$ cat config.mk
export PLATFORM = sky130hd
export DESIGN_NAME = cdcfg_bank
export DESIGN_NICKNAME = d
export VERILOG_FILES = /design/src/hdl/cdcfg_pkg.sv /design/src/hdl/cdcfg_ctl_if.sv /design/src/hdl/cdcfg_bank.sv /design/src/hdl/cdcfg_outdec.sv
export VERILOG_INCLUDE_DIRS = /design/src /design/src/hdl
export SDC_FILE = /design/constraint.sdc
export NUM_CORES = 1
export LEC_CHECK = 0
export BUFFER_PORTS_ARGS = -buffer_cell sky130_fd_sc_hd__buf_2
export CORE_MARGIN = 8
export CORE_UTILIZATION = 35
export DETAILED_ROUTE_END_ITERATION = 10
export GPL_TIMING_DRIVEN = 0
export PLACE_DENSITY = 0.57
export SETUP_SLACK_MARGIN = 0.5
export SYNTH_ARGS = -nofsm -noshare
export SYNTH_HDL_FRONTEND = slang
export SYNTH_SLANG_ARGS = --single-unit
$ cat constraint.sdc
create_clock -name mclk_i -period 2.34 [get_ports mclk_i]
set_clock_uncertainty 0.2 [all_clocks]
set_input_delay 0.234 -clock mclk_i [delete_from_list [all_inputs] [get_ports mclk_i]]
set_output_delay 0.234 -clock mclk_i [all_outputs]
set_load 0.05 [all_outputs]
$ cat src/hdl/cdcfg_map.svh
`ifndef CDCFG_MAP_SVH
`define CDCFG_MAP_SVH

// ----------------------------------------
// Register addresses
// ----------------------------------------
`define CDCFG_ADDR_W 3
`define CDCFG_REG5_ADDR 3'h5
`define CDCFG_REG6_ADDR 3'h6

// ----------------------------------------
// Register 5 fields
// ----------------------------------------
`define CDCFG_SEL_HI 7
`define CDCFG_SEL_LO 6
`define CDCFG_SEL_5C 2'h2
`define CDCFG_SEL_5D 2'h3
`define CDCFG_STG_HI 5
`define CDCFG_STG_LO 3
`define CDCFG_INPUT_BUFFER_GAIN_CODE_HI 1
`define CDCFG_INPUT_BUFFER_GAIN_CODE_LO 0

// ----------------------------------------
// Register 6 fields
// ----------------------------------------
`define CDCFG_STYLE_BIT 7
`define CDCFG_MUTE1_BIT 6
`define CDCFG_FIRST_OUTPUT_MUTE_BIT 5
`define CDCFG_DRV_HI 4
`define CDCFG_DRV_LO 3
`define CDCFG_AIN_HI 2
`define CDCFG_AIN_LO 1
`define CDCFG_RSV6_BIT 0

// ----------------------------------------
// Reset values and codes
// ----------------------------------------
`define CDCFG_STG_MUTE 3'h7
`define CDCFG_INPUT_BUFFER_GAIN_CODE_RESET 2'h0
`define CDCFG_REG6_RESET 8'h00
`define CDCFG_STG_MIN_DB 5'h03
`define CDCFG_STG_STEP_DB 5'h03
`define CDCFG_INPUT_BUFFER_GAIN_CODE_DB_00 5'h00
`define CDCFG_INPUT_BUFFER_GAIN_CODE_DB_01 5'h06
`define CDCFG_INPUT_BUFFER_GAIN_CODE_DB_10 5'h0C
`define CDCFG_INPUT_BUFFER_GAIN_CODE_DB_11 5'h18
`define CDCFG_DRV_FIRST 2'h1
`define CDCFG_DRV_SECOND 2'h2
`define CDCFG_DRV_BOTHCODE 2'h3
`define CDCFG_AIN_PAIR1 2'h0
`define CDCFG_AIN_MIC_INT 2'h1
`define CDCFG_AIN_MIC_EXT 2'h2
`define CDCFG_AIN_PAIR2 2'h3

`endif

$ cat src/hdl/cdcfg_pkg.sv
`default_nettype none

package cdcfg_pkg;

    // Register 5 read sequence position
    typedef enum logic [1:0]
    {
        CDCFG_RD_ADC,
        CDCFG_RD_DAC,
        CDCFG_RD_SIDE,
        CDCFG_RD_VER
    } cdcfg_rdseq_t;

endpackage : cdcfg_pkg

`default_nettype wire

$ cat src/hdl/cdcfg_ctl_if.sv
`timescale 1ns/1ps
`default_nettype none

interface cdcfg_ctl_if;
    logic [2:0] sidetone_gain_code;
    logic output_style_select;
    logic first_output_mute;
    logic second_output_mute;
    logic [1:0] output_driver_enables;
    logic [1:0] adc_input_select;

    modport bank
    (
        output sidetone_gain_code,
        output output_style_select,
        output first_output_mute,
        output second_output_mute,
        output output_driver_enables,
        output adc_input_select
    );

    modport dec
    (
        input sidetone_gain_code,
        input output_style_select,
        input first_output_mute,
        input second_output_mute,
        input output_driver_enables,
        input adc_input_select
    );
endinterface : cdcfg_ctl_if

`default_nettype wire

$ cat src/hdl/cdcfg_bank.sv
// Behaviour
// - Sidetone code 000..110: -3 to -21 dB
// - Sidetone code 111 mutes; reset value
// - Buffer gain 11/10/01: 24/12/6 dB
// - Buffer gain 00 is 0 dB; reset
// - Output style bit D7, resets 0
// - Style 0: differential, shared inverting node
// - Style 1: both outputs single-ended
// - Common node: ground or shared inverting
// - D6 mutes first output; resets 0
// - D5 mutes second output; resets 0
// - Driver field resets 00; all off
// - Driver 01: first on only
// - Driver 10: second on only
// - Driver 11 behaves as 10
// - Input select resets 00; first pair
// - Select 01: mic, internal bias
// - Select 10: mic, external common mode
// - Select 11: second differential pair
// - Register 5 reads cycle four values
`timescale 1ns/1ps
`default_nettype none
`include "cdcfg_map.svh"

module cdcfg_bank
    import cdcfg_pkg::*;
#(
    parameter logic [5:0] VERSION_ID = 6'h15  // Arbitrary value
)
(
    input wire logic mclk_i,                          // 25 MHz clock
    input wire logic resetn_i,                        // Async reset, active low
    input wire logic [`CDCFG_ADDR_W-1:0] addr_i,      // Register address
    input wire logic [7:0] wdata_i,                   // Write data
    input wire logic wr_i,                            // Write strobe
    input wire logic rd_i,                            // Read strobe
    output logic [7:0] rdata_o,                       // Read data, next cycle
    input wire logic [7:0] adc_gain_i,                // ADC gain byte
    input wire logic [7:0] dac_gain_i,                // DAC gain byte
    output logic [4:0] sidetone_atten_db_o,           // Sidetone attenuation
    output logic [4:0] inbuf_gain_db_o,               // Input buffer gain
    output logic sidetone_mute_o,                     // Sidetone muted
    output logic single_ended_o,                      // Outputs single-ended
    output logic common_vground_o,                    // Common node is ground
    output logic common_inverting_o,                  // Common node inverts
    output logic first_drive_o,                       // First driver on
    output logic second_drive_o,                      // Second driver on
    output logic first_mute_o,                        // First output muted
    output logic second_mute_o,                       // Second output muted
    output logic [3:0] adc_route_o,                   // One-hot ADC source
    output logic mic_self_bias_o,                     // Mic internal bias
    output logic mic_ext_cm_o                         // Mic external bias
);

    // ----------------------------------------
    // Functions
    // ----------------------------------------
    function automatic logic [4:0] stg_db(input logic [2:0] code);
        stg_db = `CDCFG_STG_MIN_DB + ({2'h0, code} * `CDCFG_STG_STEP_DB);
    endfunction : stg_db

    function automatic logic [4:0] input_buffer_gain_code_db(input logic [1:0] code);
        case (code)
            2'h1: input_buffer_gain_code_db = `CDCFG_INPUT_BUFFER_GAIN_CODE_DB_01;
            2'h2: input_buffer_gain_code_db = `CDCFG_INPUT_BUFFER_GAIN_CODE_DB_10;
            2'h3: input_buffer_gain_code_db = `CDCFG_INPUT_BUFFER_GAIN_CODE_DB_11;
            default: input_buffer_gain_code_db = `CDCFG_INPUT_BUFFER_GAIN_CODE_DB_00;
        endcase
    endfunction : input_buffer_gain_code_db

    // ----------------------------------------
    // Storage
    // ----------------------------------------
    logic [2:0] sidetone_gain_code;
    logic [1:0] input_buffer_gain_code;
    logic [7:0] output_and_input_routing;
    cdcfg_rdseq_t rdseq;
    cdcfg_rdseq_t next_rdseq;

    cdcfg_ctl_if ctl ();

    // ----------------------------------------
    // Address decode
    // ----------------------------------------
    wire hit5 = (addr_i == `CDCFG_REG5_ADDR);
    wire hit6 = (addr_i == `CDCFG_REG6_ADDR);
    wire [1:0] wsel = wdata_i[`CDCFG_SEL_HI:`CDCFG_SEL_LO];
    wire wr_5c = wr_i && hit5 && (wsel == `CDCFG_SEL_5C);
    wire wr_6 = wr_i && hit6;
    wire rd_5 = rd_i && hit5;

    // ----------------------------------------
    // Readback images
    // ----------------------------------------
    // D2 reads zero
    wire [7:0] img_5c = {`CDCFG_SEL_5C, sidetone_gain_code, 1'b0, input_buffer_gain_code};
    wire [7:0] img_5d = {`CDCFG_SEL_5D, VERSION_ID};

    logic [7:0] img_5;
    always_comb
    begin
        case (rdseq)
            CDCFG_RD_ADC: img_5 = adc_gain_i;
            CDCFG_RD_DAC: img_5 = dac_gain_i;
            CDCFG_RD_SIDE: img_5 = img_5c;
            CDCFG_RD_VER: img_5 = img_5d;
            default: img_5 = 8'h00;
        endcase
    end

    wire [7:0] rd_byte = hit5 ? img_5 : (hit6 ? output_and_input_routing : 8'h00);

    // ----------------------------------------
    // Read sequence
    // ----------------------------------------
    always_comb
    begin
        next_rdseq = rdseq;
        if (rd_5)
        begin
            case (rdseq)
                CDCFG_RD_ADC: next_rdseq = CDCFG_RD_DAC;
                CDCFG_RD_DAC: next_rdseq = CDCFG_RD_SIDE;
                CDCFG_RD_SIDE: next_rdseq = CDCFG_RD_VER;
                CDCFG_RD_VER: next_rdseq = CDCFG_RD_ADC;
                default: next_rdseq = CDCFG_RD_ADC;
            endcase
        end
    end

    always_ff @(posedge mclk_i or negedge resetn_i)
    begin
        if (!resetn_i)
        begin
            rdseq <= CDCFG_RD_ADC;
        end
        else
        begin
            rdseq <= next_rdseq;
        end
    end

    // ----------------------------------------
    // Read data
    // ----------------------------------------
    always_ff @(posedge mclk_i or negedge resetn_i)
    begin
        if (!resetn_i)
        begin
            rdata_o <= 8'h00;
        end
        else if (rd_i)
        begin
            rdata_o <= rd_byte;
        end
        else
        begin
            rdata_o <= 8'h00;
        end
    end

    // ----------------------------------------
    // Subregister 5C
    // ----------------------------------------
    always_ff @(posedge mclk_i or negedge resetn_i)
    begin
        if (!resetn_i)
        begin
            sidetone_gain_code <= `CDCFG_STG_MUTE;
            input_buffer_gain_code <= `CDCFG_INPUT_BUFFER_GAIN_CODE_RESET;
        end
        else if (wr_5c)
        begin
            sidetone_gain_code <= wdata_i[`CDCFG_STG_HI:`CDCFG_STG_LO];
            input_buffer_gain_code <= wdata_i[`CDCFG_INPUT_BUFFER_GAIN_CODE_HI:`CDCFG_INPUT_BUFFER_GAIN_CODE_LO];
        end
    end

    // ----------------------------------------
    // Register 6
    // ----------------------------------------
    always_ff @(posedge mclk_i or negedge resetn_i)
    begin
        if (!resetn_i)
        begin
            output_and_input_routing <= `CDCFG_REG6_RESET;
        end
        else if (wr_6)
        begin
            output_and_input_routing <= wdata_i;
        end
    end

    // ----------------------------------------
    // Field fan-out
    // ----------------------------------------
    assign ctl.sidetone_gain_code = sidetone_gain_code;
    assign ctl.output_style_select = output_and_input_routing[`CDCFG_STYLE_BIT];
    assign ctl.first_output_mute = output_and_input_routing[`CDCFG_MUTE1_BIT];
    assign ctl.second_output_mute = output_and_input_routing[`CDCFG_FIRST_OUTPUT_MUTE_BIT];
    assign ctl.output_driver_enables = output_and_input_routing[`CDCFG_DRV_HI:`CDCFG_DRV_LO];
    assign ctl.adc_input_select = output_and_input_routing[`CDCFG_AIN_HI:`CDCFG_AIN_LO];

    // ----------------------------------------
    // Gain figures
    // ----------------------------------------
    always_ff @(posedge mclk_i or negedge resetn_i)
    begin
        if (!resetn_i)
        begin
            sidetone_atten_db_o <= 5'h00;
            inbuf_gain_db_o <= `CDCFG_INPUT_BUFFER_GAIN_CODE_DB_00;
        end
        else
        begin
            // 3 dB steps, zero while muted
            sidetone_atten_db_o <= (sidetone_gain_code == `CDCFG_STG_MUTE) ? 5'h00 : stg_db(sidetone_gain_code);
            inbuf_gain_db_o <= input_buffer_gain_code_db(input_buffer_gain_code);
        end
    end

    // ----------------------------------------
    // Analog control decode
    // ----------------------------------------
    cdcfg_outdec u_outdec
    (
        .mclk_i(mclk_i),
        .resetn_i(resetn_i),
        .ctl(ctl.dec),
        .sidetone_mute_o(sidetone_mute_o),
        .single_ended_o(single_ended_o),
        .common_vground_o(common_vground_o),
        .common_inverting_o(common_inverting_o),
        .first_drive_o(first_drive_o),
        .second_drive_o(second_drive_o),
        .first_mute_o(first_mute_o),
        .second_mute_o(second_mute_o),
        .adc_route_o(adc_route_o),
        .mic_self_bias_o(mic_self_bias_o),
        .mic_ext_cm_o(mic_ext_cm_o)
    );

endmodule : cdcfg_bank

`default_nettype wire

$ cat src/hdl/cdcfg_outdec.sv
`timescale 1ns/1ps
`default_nettype none
`include "cdcfg_map.svh"

module cdcfg_outdec
    import cdcfg_pkg::*;
(
    input wire logic mclk_i,           // System clock
    input wire logic resetn_i,         // Async reset, active low
    cdcfg_ctl_if.dec ctl,              // Stored fields
    output logic sidetone_mute_o,      // Sidetone path muted
    output logic single_ended_o,       // Outputs single-ended
    output logic common_vground_o,     // Common node is virtual ground
    output logic common_inverting_o,   // Common node is inverting output
    output logic first_drive_o,        // First output driver on
    output logic second_drive_o,       // Second output driver on
    output logic first_mute_o,         // First output muted
    output logic second_mute_o,        // Second output muted
    output logic [3:0] adc_route_o,    // One-hot ADC source
    output logic mic_self_bias_o,      // Mic biased internally
    output logic mic_ext_cm_o          // Mic common mode on neg input
);

    // ----------------------------------------
    // Decode
    // ----------------------------------------
    // Mute code
    wire st_mute = (ctl.sidetone_gain_code == `CDCFG_STG_MUTE);
    wire se = ctl.output_style_select;
    // Driver decode, 11 acts as 10
    wire drv1 = (ctl.output_driver_enables == `CDCFG_DRV_FIRST);
    wire drv2 = (ctl.output_driver_enables == `CDCFG_DRV_SECOND)
        || (ctl.output_driver_enables == `CDCFG_DRV_BOTHCODE);
    wire [3:0] route = 4'h1 << ctl.adc_input_select;

    // ----------------------------------------
    // Output registers
    // ----------------------------------------
    always_ff @(posedge mclk_i or negedge resetn_i)
    begin
        if (!resetn_i)
        begin
            sidetone_mute_o <= 1'h1;
            single_ended_o <= 1'h0;
            common_vground_o <= 1'h0;
            common_inverting_o <= 1'h1;
            first_drive_o <= 1'h0;
            second_drive_o <= 1'h0;
            first_mute_o <= 1'h0;
            second_mute_o <= 1'h0;
            adc_route_o <= 4'h1;
            mic_self_bias_o <= 1'h0;
            mic_ext_cm_o <= 1'h0;
        end
        else
        begin
            sidetone_mute_o <= st_mute;
            single_ended_o <= se;
            common_vground_o <= se;
            common_inverting_o <= !se;
            first_drive_o <= drv1;
            second_drive_o <= drv2;
            first_mute_o <= ctl.first_output_mute;
            second_mute_o <= ctl.second_output_mute;
            adc_route_o <= route;
            mic_self_bias_o <= (ctl.adc_input_select == `CDCFG_AIN_MIC_INT);
            mic_ext_cm_o <= (ctl.adc_input_select == `CDCFG_AIN_MIC_EXT);
        end
    end

endmodule : cdcfg_outdec

`default_nettype wire

==> results_dict.tcl, run 1 <==
set metrics [dict create \
    cts_tree "built" \
    end_kind "flop" \
    crit_required_ns 2.33 \
    hold_viol_final 0 \
    synth_edf_count 0 \
    totalWireLength_um 4519 \
    worst_hold_path_type "input pin to flop" \
    relSlewSlack_pct 37.42 \
    grt_max_degree 44 \
    syn-cell-area_um2 1946 \
    postRouteAntennaNets 0 \
    clock_latency_ns 0.30 \
    drt_first_iter_violations 44 \
    die_h_um 90.56 \
    fin_ws_ns 0.5439 \
    holdPathStages 3 \
    grt_pass1_wl_um 7424 \
    viasPerCell 4.547 \
    synth_top_area_share_pct 47.59 \
    power-per-cell-area_nw_per_um2 1016 \
    num_antenna_cells 0 \
    synth_most_common_cell "dfrtp_1" \
    synth_area_leader_cell "dfrtp_1" \
    fmax_ghz 0.5568 \
    cp_max_fo 4 \
    worst_pin_slew_ns 0.9387 \
    multiInputGateArea_um2 790.8 \
    irDropWorstVdd_uv 479.8 \
    synthTopCellsByArea "dfrtp_1 (48%), ha_1 (8.4%), dfstp_2 (8.1%)" \
    reg2reg_depth 8 \
    r2r-end "sidetone_atten_db_o[4]$_DFF_PN0_" \
    place.gp.congestion 0.7234 \
    critPathArrivalTime_ns 1.78 \
    rows 27 \
    dp_hpwl_um 3264 \
    grt-ovfl-total 0 \
    outcome "complete, no violations" \
    clock_path_buffers 2 \
    setup_viol 0 \
    synth_ff_type "dfrtp_1" \
    fin_cells 309 \
    place_ws_ns 0.4004 \
    register_area_um2 1084 \
    yosysSeqAreaShare_pct 55.69 \
    synth_common_cells "dfrtp_1 (37), ha_1 (13), mux2_2 (13)" \
    crit_path_start_kind "flop" \
    vias 1405 \
    synth-seq-cells 43 \
    min_to "rdata_o[7]$_DFF_PN0_" \
    area_growth_pct 34.28 \
    wl_per_cell_um 14.62 \
    fp.dieArea_um2 8201 \
    critPathKind "flop to flop" \
    critPathLaunch "ctl.sidetone_gain_code[0]$_DFFE_PN1P_" \
    design.core.area_um2 5439 \
    async_flop_share_pct 100.0 \
    syn_area_per_cell_um2 12.63 \
    cts_sinks 43 \
    worstHoldStart "adc_gain_i[7]" \
    grt_use_total_pct 11.32 \
    yosysWarnings 0 \
    fill_cells 510 \
    htree_levels 2 \
    io_buffers 61 \
    die_w_um 90.56 \
    path_clk_slew_ns 0.08 \
    cts-root-buf "clkbuf_8" \
    ys_types 41 \
    rsz0062_at_grt "no" \
    num_io_pins 63 \
    p_leak_uw 0.001324 \
    r2r-start "ctl.sidetone_gain_code[0]$_DFFE_PN1P_" \
    hold_ws_ns 0.01708 \
    power_uw 2653 \
    grt_antenna_before_repair 0 \
    syn_inst 154 \
    numCtsBuffers 5 \
    nets 280 \
    cap_violations 0 \
    post-route-period-util_pct 76.76 \
    slew_violations 0 \
    post-place-cells 287 \
    first_pass_iters 4 \
    period_needed_ns 1.796 \
    start_util_pct 35.77 \
    grt_pass1_vias 1505 \
    r2r_slack_ns 0.54 \
    setup-tns-final_ns 0 \
    drive_above_1_share_pct 50.21 \
    syn-num-nets 198 \
    drc 0 \
]
## sequential cells by signal, summed over array words and instances (netlist names)
signal                       count
u_outdec.single_ended_o          1
u_outdec.adc_route_o             3
u_outdec.common_inverting_o      1
u_outdec.first_mute_o            1
rdseq                            2
u_outdec.second_mute_o           1
sidetone_atten_db_o              5
output_and_input_routing         8
rdata_o                          8
u_outdec.first_drive_o           1
input_buffer_gain_code           2
inbuf_gain_db_o                  4
u_outdec.sidetone_mute_o         1
ctl.sidetone_gain_code           3
u_outdec.mic_self_bias_o         1
u_outdec.second_drive_o          1
## area by class of cell
type	count	share of cell area (%)
clock inverters	1	0.2874
inverters	12	1.724
repair buffers	75	16.57
multi-input cells	90	30.27
clock buffers	7	3.688
flip-flops and latches	43	41.48
plain buffers	9	2.538
well taps	72	3.448
## power by group
part	leakage, uW	switching [uW]	internal (uW)
registers	0.000530	88.0	915
clock network	0.0000505	251	268
logic	0.000743	757	374
## worst max-delay path by stage
| stage | to | cells after the start | slack [ns] |
|---|---|---|---|
| floorplan | sidetone_atten_db_o[4]$_DFF_PN0_ | 7 | 0.51 |
| CTS | sidetone_atten_db_o[4]$_DFF_PN0_ | 7 | 0.52 |
| global route | rdata_o[0]$_DFF_PN0_ | 6 | 0.49 |
| detailed placement | sidetone_atten_db_o[4]$_DFF_PN0_ | 7 | 0.40 |
| global placement | sidetone_atten_db_o[4]$_DFF_PN0_ | 7 | 0.42 |
| finish | sidetone_atten_db_o[4]$_DFF_PN0_ | 8 | 0.54 |
## routing by layer
layer	track usage, %	vias up	wire (um)
met5	0	-	0
met4	4.300	0	74
met3	3.574	8	182
met2	18.15	31	2304
met1	13.80	678	1957
li1	-	688	-
## cells by family (layout without fill, tap and decap cells)
family	Yosys count	in the layout	synth area share, %
flip-flops	43	43	55.69
adder cells (fa/ha/maj)	13	13	8.360
multiplexers	13	13	7.524
buffers and inverters	21	104	5.401
other	1	1	0.1927
AND/OR/NAND/NOR	32	32	10.48
AO/OA/AOI/OAI	27	27	10.55
XOR/XNOR	4	4	1.801
## critical path, stage by stage, from the launching register on
cell	delay, ns
dfstp_2	0.55
buf_6	0.11
inv_1	0.05
ha_2	0.18
inv_2	0.06
ha_4	0.19
a21o_1	0.18
a21oi_2	0.12
nor2_1	0.05
## layout by cell type, fill, tap and decap left out, types with 4 or more instances in the layout
master,synthesis,routed
buf_4,4,9
nor2_1,5,4
dfrtp_1,37,37
ha_1,13,10
nand2_1,10,10
buf_2,2,62
dlygate4sd3_1,0,9
dfstp_2,6,6
inv_1,12,9
mux2_2,13,13
clkbuf_8,0,7
o21ai_0,4,4
## stage by stage
step | utilization, % | instance area (um^2)
finish | 48.03 | 2613
global route | 48.03 | 2613
global placement | 43.04 | 2341
CTS | 47.07 | 2560
detailed placement | 43.04 | 2341
floorplan | - | 1946
## timing repair
| item | 4_1_cts | 5_1_grt |
|---|---|---|
| setup endpoints to repair | 1 | 5 |
| pin swaps | 0 | 5 |
| hold buffers | 9 | 0 |
| setup buffers | 2 | 3 |
| gates resized for setup | 3 | 7 |
| endpoints found under the hold margin | 50 | 0 |
No activity file was read; power rests on OpenSTA's default activity.
==> run 2, diff against run 1 <==
--- a/config.mk
+++ b/config.mk
@@ -6,12 +6,13 @@
 export SDC_FILE = /design/constraint.sdc
 export NUM_CORES = 1
 export LEC_CHECK = 0
+export ABC_AREA = 1
 export BUFFER_PORTS_ARGS = -buffer_cell sky130_fd_sc_hd__buf_2
 export CORE_MARGIN = 8
 export CORE_UTILIZATION = 35
 export DETAILED_ROUTE_END_ITERATION = 10
 export GPL_TIMING_DRIVEN = 0
-export PLACE_DENSITY = 0.57
+export PLACE_DENSITY = 0.59
 export SETUP_SLACK_MARGIN = 0.5
 export SYNTH_ARGS = -nofsm -noshare
 export SYNTH_HDL_FRONTEND = slang
==> constraint.sdc (replaced) <==
create_clock -name mclk_i -period 1.6 [get_ports mclk_i]
set_clock_uncertainty 0.2 [all_clocks]
set_input_delay 0.16 -clock mclk_i [delete_from_list [all_inputs] [get_ports mclk_i]]
set_output_delay 0.16 -clock mclk_i [all_outputs]
set_load 0.05 [all_outputs]
==> run 2 against run 1 <==
The flow now finishes with violations (negative hold slack); first-iteration DRC count down 4.5%; synthesized area increased by 2.6%; wire length rose by 22%; synthesized cell count rose by 47%.
==> results_dict.tcl, run 2 <==
set metrics [dict create \
    slowest_stage "dfstp_2" \
    clock_latency_ns 0.30 \
    post-route-period-util_pct 98.15 \
    slowest_delay_ns 0.55 \
    grt-ovfl-total 0 \
    ys_types 22 \
    outcome "finished with violations" \
    numCtsBuffers 5 \
    totalWireLength_um 5515 \
    grt_pass1_wl_um 8935 \
    synth-seq-cells 43 \
    grt_pass1_vias 1901 \
    wl_per_cell_um 13.82 \
    path_clk_slew_ns 0.09 \
    drive_above_1_share_pct 50.46 \
    die_w_um 91.54 \
    grt_max_degree 44 \
    worst_pin_slew_ns 0.9482 \
    viasPerCell 4.439 \
    cts_tree "built" \
    cts-hold-fix-buffers 13 \
    syn_area_per_cell_um2 8.797 \
    syn_inst 227 \
    irDropWorstVdd_uv 586.3 \
    rsz0062_at_grt "yes" \
    rows 27 \
    worst_hold_path_type "input pin to asynchronous set/reset pin" \
    critPathArrivalTime_ns 1.61 \
    synth_ff_type "dfrtp_1" \
    area_growth_pct 68.17 \
    dp_hpwl_um 3607 \
    period_needed_ns 1.570 \
    fp.dieArea_um2 8379 \
    postRouteAntennaNets 0 \
    first_pass_iters 4 \
    hold_ws_ns -0.2031 \
    synthTopCellsByArea "dfrtp_1 (46%), nand2_1 (13%), ha_1 (8.1%)" \
    syn-num-nets 271 \
    setup_viol 0 \
    relSlewSlack_pct 36.79 \
    power-per-cell-area_nw_per_um2 1402 \
    cp_top_family "flip-flops" \
    r2r_slack_ns 0.03 \
    cts-root-buf "clkbuf_8" \
    grt_antenna_before_repair 0 \
    nets 370 \
    power_uw 4710 \
    hold_viol_final 39 \
    reg2reg_depth 6 \
    place.gp.congestion 0.8188 \
    r2r-end "sidetone_atten_db_o[4]$_DFF_PN0_" \
    die_h_um 91.54 \
    num_antenna_cells 0 \
    async_flop_share_pct 100.0 \
    crit_required_ns 1.64 \
    reg_top3 "output_and_input_routing (8), rdata_o (8), sidetone_atten_db_o (5)" \
    cp_num_buf_inv 2 \
    syn-cell-area_um2 1997 \
    end_kind "flop" \
    fin_cells 399 \
    htree_levels 2 \
    p_leak_uw 0.001665 \
    num_io_pins 63 \
    io_buffers 60 \
    clock_path_buffers 2 \
    synth_edf_count 0 \
    r2r-start "ctl.sidetone_gain_code[1]$_DFFE_PN1P_" \
    synth_area_leader_cell "dfrtp_1" \
    cts_sinks 43 \
    critical_path.cell_chain "inv_2 -> ha_4 -> inv_2 -> ha_4 -> nand3_2 -> a21oi_2" \
    drt_first_iter_violations 42 \
    design.core.area_um2 5507 \
    yosysSeqAreaShare_pct 54.26 \
    grt_use_total_pct 13.26 \
    vias 1771 \
    layout_commonest_cell "nand2_1" \
    post-place-cells 359 \
    slew_violations 0 \
    crit_path_start_kind "flop" \
    yosysWarnings 0 \
    synth_most_common_cell "nand2_1" \
    cp_max_fo 2 \
    most-common-layout-cells "nand2_1 (51), buf_6 (38), dfrtp_1 (31), buf_2 (30), inv_1 (21)" \
    critPathKind "flop to flop" \
    drc 0 \
    cap_violations 0 \
    synth_top_area_share_pct 46.37 \
    fmax_ghz 0.6368 \
    failed_checks "negative hold slack" \
    start_util_pct 36.26 \
    synth_common_cells "nand2_1 (67), dfrtp_1 (37), inv_1 (34)" \
]
run 2: changes by cell type after synthesis, sizes merged, moves of 4 or more:
cell,change
nor2,+8
nand2,+58
nand3,+8
o21ai,+17
nand2b,-4
inv,+22
mux2,-13
nor2b,-4
run 2: area by class of cell:
cell class | instances | area, um^2
inverter | 34 | 137.6
buffer | 10 | 93.84
sequential | 43 | 1091
clock inverter | 3 | 47.55
clock buffer | 5 | 68.82
tap | 72 | 90.09
multi-input combinational | 140 | 983.4
timing repair buffer | 92 | 845.8
fill | 470 | 2148
run 2: layer usage:
metal	vias to the layer above	part of all wire [%]	GRT usage [%]
met2	56	50	22.87
met3	9	8.0	4.856
met1	825	40	14.43
li1	881	-	-
met5	-	0	0
met4	0	2.0	5.184
run 2: kinds of logic after synthesis:
kind of cell / share of synthesized area (%)
AO/OA/AOI/OAI: 7.017
AND/OR/NAND/NOR: 19.99
flip-flops: 54.26
XOR/XNOR: 0.8774
buffers and inverters: 9.523
adder cells (fa/ha/maj): 8.146
other: 0.1878
run 2: what timing repair did:
item | in CTS | in global routing
endpoints found under the setup margin | 50 | 58
cloned | 0 | 0
hold endpoints to repair | 55 | 39
pin swaps | 11 | 18
resized for setup | 86 | 48
buffers inserted | 12 | 7
run 2: report_power, final:
group	switching [uW]	internal [uW]
Sequential	189	1320
Combinational	1280	1040
Clock	413	473
run 2: worst max-delay path by stage:
stage / cells past startpoint / slack (ns) / endpoint / start
after floorplan: 6 / 0.01 / sidetone_atten_db_o[4]$_DFF_PN0_ / ctl.sidetone_gain_code[1]$_DFFE_PN1P_
after global placement: 6 / -0.07 / sidetone_atten_db_o[4]$_DFF_PN0_ / ctl.sidetone_gain_code[1]$_DFFE_PN1P_
after detailed placement: 6 / -0.08 / sidetone_atten_db_o[4]$_DFF_PN0_ / ctl.sidetone_gain_code[1]$_DFFE_PN1P_
after CTS: 6 / 0.005 / sidetone_atten_db_o[4]$_DFF_PN0_ / ctl.sidetone_gain_code[1]$_DFFE_PN1P_
after global routing: 8 / -0.02 / rdata_o[0]$_DFF_PN0_ / rdseq[0]$_DFFE_PN0P_
final: 6 / 0.03 / sidetone_atten_db_o[4]$_DFF_PN0_ / ctl.sidetone_gain_code[1]$_DFFE_PN1P_
run 2: stage by stage:
step                      util, %  setup TNS, ns  hold slack [ns]  instance area, um^2  setup slack (ns)
final                       60.99              0          -0.2031                 3358           0.02966
after global routing        60.99       -0.08692          -0.1268                 3358          -0.02245
after floorplan                 -              0          -0.3356                 2128           0.01171
after detailed placement    45.74       -0.07865           0.1718                 2519          -0.07865
after global placement      45.74       -0.07189           0.1687                 2519          -0.07189
after CTS                   56.90              0          -0.1680                 3133          0.004662
